[src/rtl/sws_pkg.sv]
// Purpose: constants for the section write-staging block
// Assumes: 10 MHz sys_clk, drum timing pulses 10 us apart
// Notes:   phase counts derived from times in ns
package sws_pkg;
  localparam int unsigned CLK_PERIOD_NS   = 100;
  // drum timing pulse spacing and fractional offsets, in ns
  localparam int unsigned DTP_SPACING_NS  = 10000;
  localparam int unsigned OFS_SET_NS      = 1200;
  localparam int unsigned OFS_RESET_NS    = 400;
  localparam int unsigned OFS_CLEAR_NS    = 1000;
  localparam int unsigned DTP_SPACING_CYC =
    DTP_SPACING_NS / CLK_PERIOD_NS;
  localparam int unsigned WORD_CYC        = 4 * DTP_SPACING_CYC;
  localparam int unsigned PHASE_W         = $clog2(WORD_CYC);
  // phase of each pulse within the word cycle (pulse 1 at phase 0)
  localparam logic [PHASE_W-1:0] PH_DTP1 = '0;
  localparam logic [PHASE_W-1:0] PH_DTP1_CLR =
    PHASE_W'((OFS_CLEAR_NS + CLK_PERIOD_NS - 1) / CLK_PERIOD_NS);
  localparam logic [PHASE_W-1:0] PH_DTP2 = PHASE_W'(DTP_SPACING_CYC);
  localparam logic [PHASE_W-1:0] PH_DTP2_SET =
    PHASE_W'(DTP_SPACING_CYC
             + (OFS_SET_NS + CLK_PERIOD_NS - 1) / CLK_PERIOD_NS);
  localparam logic [PHASE_W-1:0] PH_DTP4 =
    PHASE_W'(3 * DTP_SPACING_CYC);
  localparam logic [PHASE_W-1:0] PH_DTP4_RST =
    PHASE_W'(3 * DTP_SPACING_CYC
             + (OFS_RESET_NS + CLK_PERIOD_NS - 1) / CLK_PERIOD_NS);
  localparam logic [PHASE_W-1:0] PH_LAST = PHASE_W'(WORD_CYC - 1);
  // column layout
  localparam int unsigned WORD_W   = 18;
  localparam int unsigned ADDR_N   = 25;
  localparam int unsigned BUSY_N   = 2;
  localparam int unsigned COL_N    = 48;
  localparam int unsigned ROW_N    = 12;
  localparam int unsigned COL_WORD = 0;
  localparam int unsigned COL_ADDR = COL_WORD + WORD_W;
  localparam int unsigned COL_PAR  = COL_ADDR + ADDR_N;
  localparam int unsigned COL_BUSY = COL_PAR + 1;
  // populated section rows
  localparam logic [ROW_N-1:0] ROW_USED = 12'h01F;
  localparam int unsigned ROW_GG_A  = 0;
  localparam int unsigned ROW_GG_B  = 1;
  localparam int unsigned ROW_GATD_A = 2;
  localparam int unsigned ROW_GATD_B = 3;
  localparam int unsigned ROW_TTY   = 4;
  localparam logic [ROW_N-1:0] ROW_RESET_VAL = 12'h000;
  localparam logic [COL_N-1:0] COL_RESET_VAL = 48'h0000_0000_0000;
endpackage : sws_pkg

[src/rtl/sws_set_driver.sv]
// Purpose: set drivers, gating word, address, parity and busy bits
// Assumes: inputs already synchronous to sys_clk
// Notes:   combinational coincidence of bit and set level
`timescale 1ns/10ps
module sws_set_driver #(
  parameter int unsigned WORD_W = sws_pkg::WORD_W,
  parameter int unsigned ADDR_N = sws_pkg::ADDR_N
) (
  // level inputs
  input  wire logic              set_level,
  input  wire logic [WORD_W-1:0] right_word,
  input  wire logic [ADDR_N-1:0] reg_addr_onehot,
  input  wire logic              out_parity,
  // column drive
  output logic [sws_pkg::COL_N-1:0] col_drive
);
  logic [sws_pkg::COL_N-1:0] raw;
  always_comb begin
    raw = '0;
    raw[sws_pkg::COL_WORD +: WORD_W] = right_word;
    raw[sws_pkg::COL_ADDR +: ADDR_N] = reg_addr_onehot;
    raw[sws_pkg::COL_PAR]            = out_parity;
    raw[sws_pkg::COL_BUSY +: sws_pkg::BUSY_N] = 2'h3;
    col_drive = set_level ? raw : '0;
  end
endmodule : sws_set_driver

[src/rtl/sws_section_write_staging.sv]
// Purpose: stage one accepted drum word into the selected section row
// Assumes: read-in control gives a one-cycle accept with section select
// Notes:   storage arrays live outside; transfer_valid_q pulses on reset
//          words arriving while a word is in flight are dropped
//          section select is narrowed to one populated row
//          column drive stops at pulse 4 together with the inhibit
`timescale 1ns/10ps
// Overview of operation
// - set driver outputs only with set pulse
// - set pulse adds two busy one bits
// - one-hot address lines for registers 0..24
// - columns: word, address, parity, busy bits
// - 48 columns, 12 rows, five rows used
// - unselected rows inhibited; ones set selected
// - reset clears cells, moves word to storage
// - inhibit at read-in start; reset after write
// - inhibit driver active only while flip-flop set
// - set window from pulse 2+1.2 to 4
// - inhibit from pulse 2, cleared at 4
// - inhibit window covers the set window
// - reset from pulse 4+0.4 to 1+1
// - all flip-flops cleared at pulse 1+1
module sws_section_write_staging #(
  parameter int unsigned WORD_W = sws_pkg::WORD_W,
  parameter int unsigned ADDR_N = sws_pkg::ADDR_N,
  parameter int unsigned ROW_N  = sws_pkg::ROW_N,
  parameter int unsigned COL_N  = sws_pkg::COL_N
) (
  // clock and reset
  input  wire logic              sys_clk,
  input  wire logic              rst,
  // read-in control
  input  wire logic              word_accept,
  input  wire logic [ROW_N-1:0]  section_sel,
  input  wire logic [WORD_W-1:0] right_word,
  input  wire logic [ADDR_N-1:0] reg_addr_onehot,
  input  wire logic              out_parity,
  // drum timing strobes
  output logic                   dtp1_q,
  output logic                   dtp2_q,
  output logic                   dtp4_q,
  // staging matrix state
  output logic [COL_N-1:0]       set_driver_q,
  output logic [ROW_N-1:0]       reset_inhibit_driver_q,
  output logic [ROW_N-1:0]       row_reset_q,
  output logic [ROW_N*COL_N-1:0] core_current_driver_q,
  // transfer to section storage
  output logic                   transfer_valid_q,
  output logic [ROW_N-1:0]       transfer_row_q,
  output logic [COL_N-1:0]       transfer_word_q
);
  typedef enum logic [2:0] {
    SWS_IDLE, SWS_INHIBIT, SWS_SET, SWS_GAP, SWS_RESET
  } sws_state_type;

  localparam int unsigned PW = sws_pkg::PHASE_W;

  logic [PW-1:0]      phase_q;
  sws_state_type      state_q;
  logic [ROW_N-1:0]   sel_q;
  logic [WORD_W-1:0]  word_q;
  logic [ADDR_N-1:0]  addr_q;
  logic               par_q;
  logic               pend_q;
  logic               set_level;
  logic [COL_N-1:0]   col_drive;
  logic [COL_N-1:0]   row_cells [ROW_N];
  logic [ROW_N-1:0]   row_take;
  logic [ROW_N-1:0]   row_clear;

  // phase strobes and the sequencer events built on them
  logic               ph_dtp1;
  logic               ph_clr;
  logic               ph_dtp2;
  logic               ph_set;
  logic               ph_dtp4;
  logic               ph_rst;
  logic               ph_last;
  logic               start_word;
  logic               start_reset;

  function automatic logic at_phase(input logic [PW-1:0] p,
                                    input logic [PW-1:0] ref_p);
    at_phase = (p == ref_p);
  endfunction : at_phase

  // keep a single row, so that at most one row escapes the inhibit;
  // the lowest populated select line wins
  function automatic logic [ROW_N-1:0] lowest_row(
    input logic [ROW_N-1:0] v
  );
    logic [ROW_N-1:0] pick;
    pick = '0;
    for (int i = int'(ROW_N) - 1; i >= 0; i--) begin
      if (v[i]) begin
        pick    = '0;
        pick[i] = 1'b1;
      end
    end
    return pick;
  endfunction : lowest_row

  // staged word of the selected row out of the flat cell array
  function automatic logic [COL_N-1:0] pick_row(
    input logic [ROW_N-1:0]       sel,
    input logic [ROW_N*COL_N-1:0] flat
  );
    logic [COL_N-1:0] acc;
    acc = '0;
    for (int i = 0; i < int'(ROW_N); i++) begin
      if (sel[i]) begin
        acc = acc | flat[i*COL_N +: COL_N];
      end
    end
    return acc;
  endfunction : pick_row

  // phase strobes, decoded once; every window edge of the word cycle
  // falls on one of these clock edges
  always_comb begin
    ph_dtp1     = at_phase(phase_q, sws_pkg::PH_DTP1);
    ph_clr      = at_phase(phase_q, sws_pkg::PH_DTP1_CLR);
    ph_dtp2     = at_phase(phase_q, sws_pkg::PH_DTP2);
    ph_set      = at_phase(phase_q, sws_pkg::PH_DTP2_SET);
    ph_dtp4     = at_phase(phase_q, sws_pkg::PH_DTP4);
    ph_rst      = at_phase(phase_q, sws_pkg::PH_DTP4_RST);
    ph_last     = at_phase(phase_q, sws_pkg::PH_LAST);
    start_word  = (state_q == SWS_IDLE) && pend_q && ph_dtp2;
    start_reset = (state_q == SWS_GAP) && ph_rst;
  end

  // word cycle phase counter and drum timing strobes
  always_ff @(posedge sys_clk) begin
    if (rst) begin
      phase_q <= '0;
    end else if (ph_last) begin
      phase_q <= '0;
    end else begin
      phase_q <= phase_q + 1'b1;
    end
  end

  always_ff @(posedge sys_clk) begin
    if (rst) begin
      dtp1_q <= 1'b0;
      dtp2_q <= 1'b0;
      dtp4_q <= 1'b0;
    end else begin
      dtp1_q <= ph_dtp1;
      dtp2_q <= ph_dtp2;
      dtp4_q <= ph_dtp4;
    end
  end

  // capture an accepted word; accepts while a word is in flight are
  // dropped, and the select is narrowed to one populated row
  always_ff @(posedge sys_clk) begin
    if (rst) begin
      pend_q <= 1'b0;
      sel_q  <= '0;
      word_q <= '0;
      addr_q <= '0;
      par_q  <= 1'b0;
    end else if (word_accept && state_q == SWS_IDLE) begin
      pend_q <= 1'b1;
      sel_q  <= lowest_row(section_sel & sws_pkg::ROW_USED);
      word_q <= right_word;
      addr_q <= reg_addr_onehot;
      par_q  <= out_parity;
    end else if (state_q == SWS_INHIBIT) begin
      pend_q <= 1'b0;
    end
  end

  // sequencer over the word cycle
  always_ff @(posedge sys_clk) begin
    if (rst) begin
      state_q <= SWS_IDLE;
    end else begin
      case (state_q)
        SWS_IDLE: begin
          if (start_word) begin
            state_q <= SWS_INHIBIT;
          end
        end
        SWS_INHIBIT: begin
          if (ph_set) begin
            state_q <= SWS_SET;
          end
        end
        SWS_SET: begin
          if (ph_dtp4) begin
            state_q <= SWS_GAP;
          end
        end
        SWS_GAP: begin
          if (ph_rst) begin
            state_q <= SWS_RESET;
          end
        end
        SWS_RESET: begin
          if (ph_clr) begin
            state_q <= SWS_IDLE;
          end
        end
        default: state_q <= SWS_IDLE;
      endcase
    end
  end

  // set level only inside the inhibit window, so inhibit covers it
  assign set_level = (state_q == SWS_SET);

  sws_set_driver #(
    .WORD_W (WORD_W),
    .ADDR_N (ADDR_N)
  ) u_set_driver (
    .set_level       (set_level),
    .right_word      (word_q),
    .reg_addr_onehot (addr_q),
    .out_parity      (par_q),
    .col_drive       (col_drive)
  );

  // column drive stops at pulse 4, when the inhibit flip-flops drop, so
  // no set current reaches a row whose inhibit has already ended
  always_ff @(posedge sys_clk) begin
    if (rst) begin
      set_driver_q <= sws_pkg::COL_RESET_VAL;
    end else if (ph_dtp4) begin
      set_driver_q <= sws_pkg::COL_RESET_VAL;
    end else begin
      set_driver_q <= col_drive;
    end
  end

  // inhibit flip-flops: unselected rows from pulse 2 to pulse 4; the
  // selected row's flip-flop is never set
  always_ff @(posedge sys_clk) begin
    if (rst) begin
      reset_inhibit_driver_q <= sws_pkg::ROW_RESET_VAL;
    end else if (start_word) begin
      reset_inhibit_driver_q <= ~sel_q;
    end else if (ph_dtp4) begin
      reset_inhibit_driver_q <= sws_pkg::ROW_RESET_VAL;
    end else if (ph_clr) begin
      reset_inhibit_driver_q <= sws_pkg::ROW_RESET_VAL;
    end
  end

  // reset flip-flop of the selected row, pulse 4+0.4 to pulse 1+1; the
  // cells of that row clear one cycle after it rises
  always_ff @(posedge sys_clk) begin
    if (rst) begin
      row_reset_q <= sws_pkg::ROW_RESET_VAL;
    end else if (start_reset) begin
      row_reset_q <= sel_q;
    end else if (ph_clr) begin
      row_reset_q <= sws_pkg::ROW_RESET_VAL;
    end
  end

  // staging cells: a row takes ones only while not inhibited
  genvar r;
  generate
    for (r = 0; r < ROW_N; r++) begin : g_row
      // a row takes ones only while its inhibit driver is idle
      assign row_take[r]  = !reset_inhibit_driver_q[r] &&
                            sws_pkg::ROW_USED[r];
      assign row_clear[r] = row_reset_q[r];
      always_ff @(posedge sys_clk) begin
        if (rst) begin
          row_cells[r] <= sws_pkg::COL_RESET_VAL;
        end else if (row_clear[r]) begin
          row_cells[r] <= sws_pkg::COL_RESET_VAL;
        end else if (row_take[r]) begin
          row_cells[r] <= row_cells[r] | set_driver_q;
        end
      end
      assign core_current_driver_q[r*COL_N +: COL_N] = row_cells[r];
    end
  endgenerate

  // reset edge moves the staged word to the section's storage
  always_ff @(posedge sys_clk) begin
    if (rst) begin
      transfer_valid_q <= 1'b0;
      transfer_row_q   <= sws_pkg::ROW_RESET_VAL;
      transfer_word_q  <= sws_pkg::COL_RESET_VAL;
    end else begin
      transfer_valid_q <= start_reset;
      transfer_row_q   <= sel_q;
      transfer_word_q  <= pick_row(sel_q, core_current_driver_q);
    end
  end
endmodule : sws_section_write_staging

[config.mk]
export PLATFORM = sky130hd
export DESIGN_NAME = sws_section_write_staging
export DESIGN_NICKNAME = d
export VERILOG_FILES = /design/src/rtl/sws_pkg.sv /design/src/rtl/sws_set_driver.sv /design/src/rtl/sws_section_write_staging.sv
export SDC_FILE = /design/constraint.sdc
export NUM_CORES = 1
export LEC_CHECK = 0
export ABC_CLOCK_PERIOD_IN_PS = 2550
export BUFFER_PORTS_ARGS = -buffer_cell sky130_fd_sc_hd__buf_2
export CAP_MARGIN = 20
export CORE_AREA = 3 3 298 300
export DETAILED_ROUTE_END_ITERATION = 10
export DIE_AREA = 0 0 301 303
export GPL_TIMING_DRIVEN = 0
export SYNTH_ARGS = -nofsm -noshare
export SYNTH_HDL_FRONTEND = slang
export SYNTH_SLANG_ARGS = --single-unit
[constraint.sdc]
create_clock -name sys_clk -period 2.55 [get_ports sys_clk]
set_clock_uncertainty 0.15 [all_clocks]
set_input_delay 0 -clock sys_clk [delete_from_list [all_inputs] [get_ports sys_clk]]
set_output_delay 0 -clock sys_clk [all_outputs]
set_load 0.05 [all_outputs]
==> summary.md <==
| Metric | Value |
|---|---|
| Die area | `slightly above 0.09 mm²` |
| Worst EP required | `2.89 ns` |
| Initial antenna violation count | `4` |
| Synthesis-stage register bit count | `around 400` |
| Root buffer cell | `clkbuf_16` |
| HPWL Detailed | `between 50000 and 60000 µm` |
| # setup viols final | `0` |
| Crit path DAT | `2.76 ns` |
| Die width | `roughly 300 µm` |
| Final hold viol count | `2` |
| Remaining global-route overflow | `0` |
| Commonest non-fill, non-tap cells in the layout | `buf_2, buf_4, conb_1, o21a_1, edfxtp_1` |
| Crit path capture type | `register` |
| Reg clk slew, reported paths | `about 0.06 ns` |
| Io pins | `between 700 and 800` |
| Hold Slack | `-0.00460 ns` |
| Worst R2R Setup Slack | `around 0.12 ns` |
| Commonest non-fill, non-tap cell in the layout | `buf_2` |
| Post-Synthesis Cell Area | `0.0180 mm²` |
| Post-Synth Adder-Cell Area | `less than 1%` |
| Die Span Y | `roughly 300 µm` |
| Worst reg2reg startpoint | `sel_q[1]` |
| # H-tree levels | `2` |
| Tot GR Track Use | `between 15 and 20%` |
| Post-synthesis mux area share | `0.0555%` |
| Synth top area share | `between 30% and 40%` |
| Global-route wire length before repair | `100000 µm` |
| CTS tree | `done` |
| Vias per cell | `3.92` |
| Compound-Gate Fraction of Synth Area | `about 18%` |
| Synth top area cells | `edfxtp_1, dfxtp_1, buf_4, o21a_1, a21oi_1` |
| Slew HR | `between 10% and 20%` |
| Top FF cell, synth | `edfxtp_1` |
| 1st-pass router iterations | `8` |
| Synth warn | `0` |
| Total power | `between 0.015 and 0.02 W` |
| Clock tree sinks | `just over 400` |
| Status | `finished with violations` |
| Post-synthesis xor/xnor area fraction | `less than 1%` |
| Drt wl/cell | `between 20 and 25 µm` |
| Maximum vdd drop | `0.455 mV` |
| Power Density | `between 600 and 700 mW/mm²` |
| Total wire length | `~73000 µm` |
| Final instance area | `~0.025 mm²` |
| Worst R2R End | `transfer_word_q[31]` |
| Via count | `14300` |
| Worst min path class | `input pin to register` |
| Least-Margin Pin Slew | `about 1.2 ns` |
| Main combinational cell family by area after synthesis | `compound AO/OA/AOI/OAI gates` |
| # DRC | `0` |
| Highest clock rate | `a little over 0.4 GHz` |
| Minimum clock period | `2.43 ns` |
| Crit Path Max Fanout | `10` |
| Final max-slew violation count | `0` |
| Clk_lat worst skew | `0.58 ns` |
| Synth unique cells | `47` |
| Initial Utilization | `a little over a fifth` |
| Final Cycle Share | `a little over nine tenths` |
| Post-synth ARST share | `0%` |
| Layout cells sized above 1 | `approximately 36%` |
| Total setup buffers inserted after CTS | `0` |
| Vias in the first global route | `roughly 14000` |
| RSZ-0062 raised after global routing | `no` |
| WHS Endpoint | `word_q[14]` |
| Row count | `approximately 110` |
| Violated checks | `hold timing` |
| Sequential share of the synthesized area | `between 50 and 60%` |
| Total CTS buffers | `46` |
| CORE AREA | `around 0.086 mm²` |
| WHS Path Cells | `5` |
| Cells after DPL | `roughly 3500` |
| DRT iter0 DRCs | `1315` |
| Final core utilization | `~29%` |
| Clock Path Buffers | `3` |
| Post-Syn Instances | `1554` |
| Gpl congestion | `around 0.80` |
| Post-synth EDFFs | `230` |
| Placed Area | `between 0.02 and 0.025 mm²` |
| Synth area leader | `edfxtp_1` |
| Hold path start | `word_accept` |
| Critical path class | `register to register` |
| Mean Syn Cell Area | `11.6 µm²` |
| Finished Layout Cells | `3645` |
| Max Cap Viol | `0` |
| Simple-Gate Fraction of Synth Area | `6.67%` |
| Detail Route Antenna Nets | `0` |
| Fin nets | `roughly 2500` |
| CP Launch Type | `register` |
| Synth-to-Final Area Change | `41.1%` |
| Largest net degree at the start of global routing | `47` |
| Port Buffers | `around 400` |
| R2R depth | `4` |
| Leakage power | `~12 nW` |
## power by group
group | internal, W | leakage (nW) | switching (W)
sequential | 0.00694 | 4.24 | 0.0000886
combinational | 0.000699 | 7.29 | 0.00202
clock | 0.00388 | 0.733 | 0.00284
total | 0.0115 | 12.3 | 0.00495
## cells by family (layout without fill, tap and decap cells)
group / after synthesis / after routing
DFF: 403 / 403
other: 1 / 369
xor gates and xnor gates: 6 / 6
buffers and inverters: 462 / 1030
adders and majority gates: 3 / 3
muxes: 1 / 1
and+or+nand+nor: 238 / 238
AOI/OAI and AO/OA: 440 / 440
## sequential cells by signal, summed over array words and instances (netlist names)
register                cells
row_cells                 230
transfer_word_q            46
transfer_valid_q            1
word_q                     18
par_q                       1
transfer_row_q              5
addr_q                     25
pend_q                      1
reset_inhibit_driver_q      6
state_q                     3
row_reset_q                 5
dtp4_q                      1
sel_q                       5
phase_q                     9
dtp1_q                      1
set_driver_q               45
dtp2_q                      1
## critical path, stage by stage, from the launching register on
cell and delay, ns:
dfxtp_1 0.37, clkbuf_1 0.84, clkbuf_1 0.59, a222oi_1 0.21
a21oi_1 0.18
## worst max-delay path by stage
stage                                      to            from  cells past startpoint  slack [ns]
after global routing         set_driver_q[27]      phase_q[0]                      7       0.005
after floorplan               row_cells[0][0]  row_reset_q[0]                      2        0.23
after CTS                          addr_q[23]      state_q[0]                      7       0.003
final                     transfer_word_q[31]        sel_q[1]                      4        0.12
after global placement      row_cells[0][170]             rst                      5       -1.62
after detailed placement  transfer_word_q[41]        sel_q[3]                      4       -0.27
## synth_stat cells, types with 4 or more instances
cell	n
xor2_1	4
nand4_1	6
o21a_1	231
a22oi_1	46
and2_1	47
a21oi_1	98
nor2b_1	8
a222oi_1	46
a31oi_1	6
a22o_1	5
nand3_1	5
nor3_1	5
buf_4	375
nor3_2	6
dfxtp_1	173
and3_1	4
buf_2	11
edfxtp_1	230
inv_1	5
clkbuf_1	66
nand2_1	107
nor2_1	31
## per-stage QoR
step | setup slack (ns) | TNS [ns]
final | 0.123 | 0
after CTS | 0.00323 | 0
after global placement | -1.62 | -408.79
after floorplan | 0.228 | 0
after global routing | 0.00540 | 0
after detailed placement | -0.270 | -13.03
## per-layer routing
| layer | share of wire (%) | track usage [%] |
|---|---|---|
| met4 | 2.8 | 4.53 |
| met5 | 0.018 | 0 |
| met1 | 40 | 18.8 |
| met3 | 8.5 | 3.72 |
| met2 | 49 | 25.9 |
## area by class of cell
cell class	instances	area (µm²)
Timing Repair Buffer	483	3000
Sequential cell	403	10400
Multi-Input combinational cell	1052	5920
Fill cell	9049	61000
Clock buffer	65	1290
Buffer	457	3160
Antenna cell	5	12.5
Tap cell	1155	1450
Inverter	5	18.8
Clock inverter	20	218
## what timing repair did
item	4_1_cts	5_1_grt
gates resized for setup	1	3
pin swaps	0	0
endpoints found under the setup margin	10	11
hold endpoints to repair	59	1
hold buffers	71	1
Power figures use the tool's default switching activity.
